--- src/hscl_defs.svh ---
// constants for the strap capture block
`ifndef HSCL_DEFS_SVH
`define HSCL_DEFS_SVH

`define HSCL_PORTS 5
`define HSCL_LVL_W 3
// ------------------------------------------------------------
// level codes
// ------------------------------------------------------------
`define HSCL_LVL_WEAK_DN 3'h0
`define HSCL_LVL_WEAK_UP 3'h1
`define HSCL_LVL_MED_DN 3'h2
`define HSCL_LVL_MED_UP 3'h3
`define HSCL_LVL_STR_DN 3'h4
`define HSCL_LVL_STR_UP 3'h5
// ------------------------------------------------------------
// port masks by count
// ------------------------------------------------------------
`define HSCL_MASK_0 5'h00
`define HSCL_MASK_1 5'h01
`define HSCL_MASK_2 5'h03
`define HSCL_MASK_3 5'h07
`define HSCL_MASK_4 5'h0f
`define HSCL_MASK_5 5'h1f
// reset values of captured straps
`define HSCL_RST_PORTS 5'h00
`define HSCL_RST_LVL 3'h0

`endif

--- src/hscl_pkg.sv ---
// types for the strap capture block
package hscl_pkg;
  typedef enum logic [1:0] {
    HSCL_MODE_UNSUPPORTED = 2'b00,
    HSCL_MODE_CONFIG3 = 2'b01
  } hscl_mode_e;

  typedef enum logic [1:0] {
    HSCL_ST_RESET = 2'b00,
    HSCL_ST_LOAD = 2'b01,
    HSCL_ST_HOLD = 2'b10
  } hscl_state_e;

  typedef struct packed {
    hscl_state_e state;
    logic ext_sync1;
    logic ext_sync2;
    logic ext_prev;
    logic [4:0] dplus_cap;
    logic [4:0] dminus_cap;
    logic [2:0] fixed_cap;
    logic [2:0] charge_cap;
    logic [2:0] mode_cap;
    logic [2:0] mode2_cap;
    logic [2:0] mode1_cap;
    logic valid;
  } hscl_state_s;
endpackage

--- src/hscl_strap_latch.sv ---
// strap capture and decode for hub default configuration
`include "hscl_defs.svh"

module hscl_strap_latch (
  input wire logic mclk, // 10 MHz system clock
  input wire logic resetn, // power-on reset, async active low
  input wire logic ext_resetn, // external chip reset pin, active low
  input wire logic [4:0] port_dplus_disable_strap, // d+ disable strap pins, bit0 = port 1
  input wire logic [4:0] port_dminus_disable_strap, // d- disable strap pins, bit0 = port 1
  input wire logic [2:0] fixed_port_count_strap, // level code of non-removable strap
  input wire logic [2:0] charging_port_count_strap, // level code of charging strap
  input wire logic [2:0] mode_strap, // mode straps 3..1 as digital levels
  input wire logic [2:0] mode_strap2_level, // level code of mode strap 2
  input wire logic [2:0] mode_strap1_level, // level code of mode strap 1
  output logic [4:0] dplus_disabled, // per-port d+ disabled
  output logic [4:0] dminus_disabled, // per-port d- disabled
  output logic [4:0] port2_disabled, // per-port usb 2.0 disabled
  output logic [4:0] port3_disabled, // per-port usb 3.0 disabled
  output logic [4:0] non_removable, // per-port non-removable
  output logic [4:0] charging_enabled, // per-port battery charging enabled
  output logic [2:0] mode_straps, // captured mode straps 3..1
  output hscl_pkg::hscl_mode_e op_mode, // decoded operating mode
  output logic config_valid // high once straps are captured
);

  // ------------------------------------------------------------
  // helpers
  // ------------------------------------------------------------
  // six-level ladder to thermometer port mask; reserved codes give none
  function automatic logic [4:0] ladder_mask(input logic [2:0] lvl);
    logic [4:0] m;
    m = `HSCL_MASK_0;
    unique case (lvl)
      `HSCL_LVL_WEAK_DN: m = `HSCL_MASK_0;
      `HSCL_LVL_WEAK_UP: m = `HSCL_MASK_1;
      `HSCL_LVL_MED_DN: m = `HSCL_MASK_2;
      `HSCL_LVL_MED_UP: m = `HSCL_MASK_3;
      `HSCL_LVL_STR_DN: m = `HSCL_MASK_4;
      `HSCL_LVL_STR_UP: m = `HSCL_MASK_5;
      default: m = `HSCL_MASK_0;
    endcase
    return m;
  endfunction

  hscl_pkg::hscl_state_s s_r;
  hscl_pkg::hscl_state_s s_nxt;
  logic load;

  // ------------------------------------------------------------
  // capture control
  // ------------------------------------------------------------
  always_comb begin
    s_nxt = s_r;
    load = 1'b0;
    s_nxt.ext_sync1 = ext_resetn;
    s_nxt.ext_sync2 = s_r.ext_sync1;
    s_nxt.ext_prev = s_r.ext_sync2;
    unique case (s_r.state)
      hscl_pkg::HSCL_ST_RESET: begin
        // first cycle after power-on release: nothing sampled yet, pins sampled next cycle in LOAD, never under async reset
        s_nxt.state = hscl_pkg::HSCL_ST_LOAD;
      end
      hscl_pkg::HSCL_ST_LOAD: begin
        load = 1'b1;
        s_nxt.state = hscl_pkg::HSCL_ST_HOLD;
      end
      hscl_pkg::HSCL_ST_HOLD: begin
        if (s_r.ext_sync2 && !s_r.ext_prev) begin
          load = 1'b1;
        end
      end
      default: s_nxt.state = hscl_pkg::HSCL_ST_RESET;
    endcase
    // straps settle long before release, so no synchroniser on them
    if (load) begin
      s_nxt.dplus_cap = port_dplus_disable_strap;
      s_nxt.dminus_cap = port_dminus_disable_strap;
      s_nxt.fixed_cap = fixed_port_count_strap;
      s_nxt.charge_cap = charging_port_count_strap;
      s_nxt.mode_cap = mode_strap;
      s_nxt.mode2_cap = mode_strap2_level;
      s_nxt.mode1_cap = mode_strap1_level;
      s_nxt.valid = 1'b1;
    end
  end

  always_ff @(posedge mclk or negedge resetn) begin
    if (!resetn) begin
      // sync chain resets to the idle pin level so no false rising edge follows reset
      s_r <= '{state: hscl_pkg::HSCL_ST_RESET, ext_sync1: 1'b1, ext_sync2: 1'b1, ext_prev: 1'b1,
               dplus_cap: `HSCL_RST_PORTS, dminus_cap: `HSCL_RST_PORTS, fixed_cap: `HSCL_RST_LVL,
               charge_cap: `HSCL_RST_LVL, mode_cap: `HSCL_RST_LVL, mode2_cap: `HSCL_RST_LVL,
               mode1_cap: `HSCL_RST_LVL, valid: 1'b0};
    end else begin
      s_r <= s_nxt;
    end
  end

  // ------------------------------------------------------------
  // decode of captured values
  // ------------------------------------------------------------
  always_comb begin
    dplus_disabled = s_r.dplus_cap;
    dminus_disabled = s_r.dminus_cap;
    port2_disabled = s_r.dplus_cap & s_r.dminus_cap;
    port3_disabled = s_r.dplus_cap & s_r.dminus_cap;
    non_removable = ladder_mask(s_r.fixed_cap);
    charging_enabled = ladder_mask(s_r.charge_cap);
    mode_straps = s_r.mode_cap;
    if (s_r.mode2_cap == `HSCL_LVL_WEAK_DN && s_r.mode1_cap == `HSCL_LVL_MED_DN) begin
      op_mode = hscl_pkg::HSCL_MODE_CONFIG3;
    end else begin
      op_mode = hscl_pkg::HSCL_MODE_UNSUPPORTED;
    end
    config_valid = s_r.valid;
  end

endmodule // hscl_strap_latch

--- config.mk ---
export PLATFORM = sky130hd
export DESIGN_NAME = hscl_strap_latch
export DESIGN_NICKNAME = d
export VERILOG_FILES = /design/src/hscl_pkg.sv /design/src/hscl_strap_latch.sv
export VERILOG_INCLUDE_DIRS = /design/src
export SDC_FILE = /design/constraint.sdc
export NUM_CORES = 1
export LEC_CHECK = 0
export BUFFER_PORTS_ARGS = -buffer_cell sky130_fd_sc_hd__clkbuf_2
export CAP_MARGIN = 20
export CELL_PAD_IN_SITES_DETAIL_PLACEMENT = 2
export CELL_PAD_IN_SITES_GLOBAL_PLACEMENT = 2
export CORE_ASPECT_RATIO = 0.6
export CORE_UTILIZATION = 27
export CTS_BUF_LIST = sky130_fd_sc_hd__clkbuf_16
export DETAILED_ROUTE_END_ITERATION = 6
export HOLD_SLACK_MARGIN = 0.05
export PLACE_DENSITY_LB_ADDON = 0.1
export RECOVER_POWER = 25
export SETUP_SLACK_MARGIN = 0.3
export SYNTH_ARGS = -nofsm -noshare
export SYNTH_HDL_FRONTEND = slang
export SYNTH_SLANG_ARGS = --single-unit
--- constraint.sdc ---
create_clock -name mclk -period 1.7 [get_ports mclk]
set_input_delay 0.17 -clock mclk [delete_from_list [all_inputs] [get_ports mclk]]
set_output_delay 0.17 -clock mclk [all_outputs]
set_load 0.02 [all_outputs]
# Word-level counts from Yosys, hierarchy flattened
# Cells that the tools add are included.
[classes]
eq_ne = 13
mux = 6
bitwise_logic = 1
n_reduce_logical = 5
[op_table]
columns = ["cell", "n"]
rows = [
  ["$pmux W5 S5", 2],
  ["$eq A3 B2 Y1 const B", 5],
  ["$eq A3 B3 Y1 const B", 4],
  ["$eq A3 B1 Y1 const B", 2],
  ["$pmux W2 S3", 1],
  ["$and A5 B5 Y5", 1],
  ["$logic_not A3 Y1", 1],
  ["$eq A2 B1 Y1 const B", 1],
  ["$eq A2 B2 Y1 const B", 1],
  ["$logic_and A1 B1 Y1", 2],
  ["$logic_not A2 Y1", 1],
  ["$mux W1", 2],
  ["$pmux W1 S2", 1],
  ["$logic_not A1 Y1", 1],
]
[totals]
regBits = 31
input_bits = 28
out_inout_bits = 36

# Logic depth before layout (Yosys ltp)
[depth]
word_depth = 4
ltp_mapped = 6
ltp_nobuf = 5

# Worst setup path before layout
# Ideal clock, no wire load.
[synth_path]
path_kind = "reg-to-reg"
startpoint = "register s_r[29] (netlist name)"
endpoint = "register s_r (netlist bit dminus_disabled[0])"
setup_ps = 125
arrival_ps = 1552
slack_ps = 23
stages_incl_launch_ff = 7
n_path_buf = 1
cell_sequence = "dfrtp_1 > inv_1 > ha_1 > and3b_4 > o21ai_4 > buf_12 > mux2_4"
[synth_via]
elab_chain_cells = 2
word_cells_on_any_way = 3
classes_between = "eq/ne (2); mux (1)"
[synth_lines]
columns = ["element", "line_no", "source"]
rows = [
  ["start: declaration", "hscl_strap_latch.sv:45", "hscl_pkg::hscl_state_s s_r;"],
  ["start signal: assignment", "hscl_strap_latch.sv:90", "s_r <= '{state: hscl_pkg::HSCL_ST_RESET, ext_sync1: 1'b1, ext_sync2: 1'b1, ext_prev: 1'b1,"],
  ["start signal: assignment", "hscl_strap_latch.sv:95", "s_r <= s_nxt;"],
  ["$eq A2 B2 Y1 or $eq A2 B1 Y1 (tied branches)", "hscl_strap_latch.sv:58", "unique case (s_r.state)"],
  ["$pmux W1 S2 (*)", "hscl_strap_latch.sv:58", ""],
]
# Mark *: on every way between the ends. The rest lies on a longest branch, timed or not.
# A chain may end at the register's enable or synchronous reset.

# Final worst setup path
[layout_path]
startpoint = "register s_r[6] (netlist name)"
endpoint = "output op_mode[0]"
[layout_via]
elab_chain_cells = 3
[layout_lines]
columns = ["element", "line_no", "source"]
rows = [
  ["$logic_not A3 Y1 (no line)", "--", ""],
  ["$logic_and A1 B1 Y1 (no line)", "--", ""],
  ["$mux W1", "hscl_strap_latch.sv:110", "if (s_r.mode2_cap == `HSCL_LVL_WEAK_DN && s_r.mode1_cap == `HSCL_LVL_MED_DN) begin"],
  ["end: declaration", "hscl_strap_latch.sv:22", "output hscl_pkg::hscl_mode_e op_mode,"],
]
# No other way between the ends.

==> metrics.txt <==
# TYPE chip_impl_metric gauge
chip_impl_metric{name="routed_via_density",unit=""} 4.11
chip_impl_info{name="mostFrequentLayoutCell",value="sky130_fd_sc_hd__clkbuf_2"} 1
chip_impl_metric{name="port-buffer-count",unit=""} 62
chip_impl_metric{name="synth_async_reset_ratio",unit="%"} 100
chip_impl_metric{name="clkTransAtPathRegs",unit="ns"} 0.05
chip_impl_metric{name="syn_nets",unit=""} 144
chip_impl_metric{name="num_antenna_cells",unit=""} 0
chip_impl_metric{name="worst-r2r-cell-count",unit=""} 7
chip_impl_metric{name="via_count_of_the_first_global_routing_pass",unit=""} 1096
chip_impl_info{name="hold_path_startpoint",value="fixed_port_count_strap[0]"} 1
chip_impl_metric{name="gr-usage-all-layers",unit="%"} 13.0
chip_impl_metric{name="max-clock-path-buffers",unit=""} 2
chip_impl_metric{name="synth-seq-cells",unit=""} 31
chip_impl_metric{name="globalplace.congestion",unit=""} 0.646
chip_impl_metric{name="mappedNetlistArea",unit="mm2"} 0.00158
chip_impl_metric{name="num_vias",unit=""} 1065
chip_impl_metric{name="die_area",unit="mm2"} 0.00616
chip_impl_metric{name="syn-instance-count",unit=""} 111
chip_impl_metric{name="cp_data_required_time",unit="ns"} 1.53
chip_impl_metric{name="wire_per_inst",unit="um"} 14.7
chip_impl_metric{name="fp.dieW",unit="um"} 101
chip_impl_metric{name="period_needed",unit="ns"} 1.67
chip_impl_info{name="critPathKind",value="flip-flop to output port"} 1
chip_impl_metric{name="synth.distinct_cells",unit=""} 24
chip_impl_info{name="critPathSlowestCell",value="sky130_fd_sc_hd__or4b_4"} 1
chip_impl_metric{name="globalRouteMet3Util",unit="%"} 4.99
chip_impl_info{name="clock_tree_from_tritoncts",value="done"} 1
chip_impl_metric{name="cts-buffers-inserted",unit=""} 5
chip_impl_metric{name="reg2reg_slack",unit="ns"} 0.04
chip_impl_metric{name="die-height",unit="um"} 61.2
chip_impl_metric{name="cts_max_level",unit=""} 2
chip_impl_info{name="cp_cell_sequence",value="or4b_4 -> nor3_4 -> clkbuf_8"} 1
chip_impl_info{name="rsz0062_at_grt",value="yes"} 1
chip_impl_info{name="timing.critical_path.max_delay_family",value="simple AND/OR/NAND/NOR gates"} 1
chip_impl_metric{name="grt-ovfl-total",unit=""} 0
chip_impl_metric{name="final.period_utilization",unit="%"} 98.1
chip_impl_metric{name="final_layout_net_count",unit=""} 211
chip_impl_metric{name="report.final.hold_viol_count",unit=""} 0
chip_impl_metric{name="fmax",unit="GHz"} 0.599
chip_impl_metric{name="timing.max_slew.rel_slack",unit="%"} 47.0
chip_impl_metric{name="synth.yosys.warnings",unit=""} 0
chip_impl_info{name="synth_area_leader_cell",value="sky130_fd_sc_hd__dfrtp_1"} 1
chip_impl_metric{name="cpPeakStageDelay",unit="ns"} 0.56
chip_impl_metric{name="ys_seq_area_share",unit="%"} 49.4
chip_impl_metric{name="post_dp_cell_area",unit="mm2"} 0.00187
chip_impl_info{name="status",value="complete, no violations"} 1
chip_impl_info{name="worstSetupStartpointType",value="flip-flop"} 1
chip_impl_metric{name="detailedRoute.firstIterationViolations",unit=""} 16
chip_impl_info{name="worstReg2RegEnd",value="mode_straps[2]"} 1
chip_impl_metric{name="netlist.area_leader.share",unit="%"} 44.4
chip_impl_info{name="worstHoldPathType",value="input port to flip-flop"} 1
chip_impl_metric{name="finish.instance_area",unit="mm2"} 0.00232
chip_impl_metric{name="critical_path_arrival",unit="ns"} 1.50
chip_impl_metric{name="pin_count",unit=""} 64
chip_impl_metric{name="flow.area_growth_from_synthesis",unit="%"} 47.1
chip_impl_info{name="gr_peak_layer",value="met2"} 1
chip_impl_metric{name="finalSetupViolCount",unit=""} 0
chip_impl_metric{name="final_design_utilization",unit="%"} 41.4
chip_impl_metric{name="report.final.slew_viol_count",unit=""} 0
chip_impl_metric{name="remaining_drc_errors",unit=""} 0
chip_impl_metric{name="dp_hpwl",unit="mm"} 2.40
chip_impl_metric{name="cts.sinks",unit=""} 31
chip_impl_metric{name="grt_pass1_wl",unit="mm"} 5.67
chip_impl_info{name="top_reg_cell_synth",value="sky130_fd_sc_hd__dfrtp_1"} 1
chip_impl_info{name="synth_top_cells_by_area",value="sky130_fd_sc_hd__dfrtp_1 (44%), sky130_fd_sc_hd__mux2_4 (18%), sky130_fd_sc_hd__buf_4 (9.0%), sky130_fd_sc_hd__mux2_2 (5.7%), sky130_fd_sc_hd__dfstp_2 (5.0%)"} 1
chip_impl_info{name="layout.cells.most_common_list",value="sky130_fd_sc_hd__clkbuf_2 (57), sky130_fd_sc_hd__dfrtp_1 (26), sky130_fd_sc_hd__mux2_4 (22), sky130_fd_sc_hd__buf_4 (8), sky130_fd_sc_hd__and2_1 (6)"} 1
chip_impl_info{name="min_to",value="s_r[13]"} 1
chip_impl_info{name="worstReg2RegStart",value="s_r[29]"} 1
chip_impl_metric{name="grt.met1_usage",unit="%"} 16.4
chip_impl_metric{name="pwr_density_cell",unit="mW/mm2"} 1090
chip_impl_metric{name="maxCapViolCount",unit=""} 0
chip_impl_metric{name="routed_wirelength",unit="mm"} 3.81
chip_impl_metric{name="post-place-ws",unit="ns"} -0.0199
chip_impl_metric{name="finalClockSkew",unit="ns"} 0.00304
chip_impl_metric{name="power",unit="uW"} 2530
chip_impl_metric{name="drtPass1Iterations",unit=""} 4
chip_impl_metric{name="start_util",unit="%"} 28.2
chip_impl_metric{name="number_of_antenna_violations_at_the_first_check_in_global_routing",unit=""} 0
chip_impl_metric{name="grt_start_max_net_pins",unit=""} 32
chip_impl_metric{name="mean_cell_area_of_the_mapped_netlist",unit="um2"} 14.2
chip_impl_metric{name="min_delay_path_depth",unit=""} 2
chip_impl_metric{name="power.leakage",unit="uW"} 0.00118
chip_impl_metric{name="clock_insertion_delay_worst_skew",unit="ns"} 0.27
chip_impl_metric{name="timing.critical_path.fanout_max",unit=""} 2
chip_impl_info{name="endpoint_kind",value="output port"} 1
chip_impl_metric{name="timing.final.ws_setup",unit="ns"} 0.0319
chip_impl_metric{name="number_of_synthesized_flops_with_an_enable_pin",unit=""} 0
chip_impl_metric{name="vdd_ir_drop_max",unit="uV"} 423
chip_impl_metric{name="rows",unit=""} 21
chip_impl_metric{name="route.antenna.remaining_nets",unit=""} 0
chip_impl_metric{name="drive_above_1_share",unit="%"} 73.7
chip_impl_metric{name="critical_path_buf_inv_count",unit=""} 1
chip_impl_info{name="clockRootBuffer",value="sky130_fd_sc_hd__clkbuf_16"} 1
chip_impl_metric{name="worst_pin_slew",unit="ns"} 0.796
chip_impl_metric{name="gr-usage-met2",unit="%"} 20.7
chip_impl_metric{name="core_area",unit="mm2"} 0.00560
metrics by stage:
step / hold WS (ns) / TNS (ns) / instances
finish: 0.131 / 0 / 259
global route: 0.130 / -0.936 / 259
CTS: 0.124 / 0 / 254
detailed placement: 0.217 / -0.0229 / 236
global placement: 0.212 / 0 / 236
floorplan: -0.126 / 0 / 111
layout make-up:
type                            count  area (um2)
Timing Repair Buffer               81         582
Tap cell                           80         100
Inverter                            5        21.3
Fill cell                         560        3280
Clock buffer                        5         125
Multi-Input combinational cell     54         697
Clock inverter                      3        12.5
Sequential cell                    31         782
sequential cells by signal, summed over array words and instances, names as in the netlist:
name / count
s_r: 15
dminus_disabled: 5
dplus_disabled: 5
mode_straps: 3
s_nxt: 2
config_valid: 1
where the power goes:
part | internal [uW] | switching (uW)
clock | 527 | 289
sequential | 836 | 83.8
combinational | 408 | 385
total | 1770 | 757
cell families (layout without fill, tap and decap cells):
group,count (synthesis),in the layout,synth area share [%]
buffers and inverters,26,94,12.8
AND/OR/NAND/NOR,15,15,6.27
other,1,1,0.238
adder cells (fa/ha/maj),5,5,3.97
AO/OA/AOI/OAI,5,5,2.94
XOR/XNOR,1,1,0.556
multiplexers,27,27,23.8
flip-flops,31,31,49.4
worst max path at each step:
stage                    endpoint     from  slack [ns]  cells past startpoint
4_1_cts                op_mode[0]   s_r[1]        0.03                      3
6_report               op_mode[0]   s_r[6]        0.03                      3
3_5_place_dp    dplus_disabled[2]  s_r[29]       -0.02                      6
2_1_floorplan  dminus_disabled[0]  s_r[29]        0.05                      6
3_3_place_gp    dplus_disabled[1]  s_r[29]        0.08                      6
5_1_grt                   s_r[15]  s_r[29]       -0.05                      7
repair_timing:
| item | CTS | global route |
|---|---|---|
| resized for setup | 25 | 14 |
| hold endpoints to repair | 29 | 0 |
| endpoints found under the setup margin | 33 | 34 |
| pin swaps | 4 | 4 |
| hold buffers | 2 | 0 |
| gates cloned | 1 | 0 |
| buffers inserted | 7 | 5 |
cell usage after synthesis (all sizes together), types with 2 or more instances:
| master | number |
|---|---|
| dfstp | 3 |
| ha | 5 |
| dfrtp | 28 |
| buf | 21 |
| mux2 | 27 |
| inv | 5 |
| nor3 | 2 |
| and2 | 6 |
routing by layer:
metal | vias up | routed length [um]
met3 | 4 | 242
met5 | - | 0
met1 | 531 | 1680
li1 | 491 | -
met2 | 39 | 1840
met4 | 0 | 35
(Power assumes the default switching activity.)
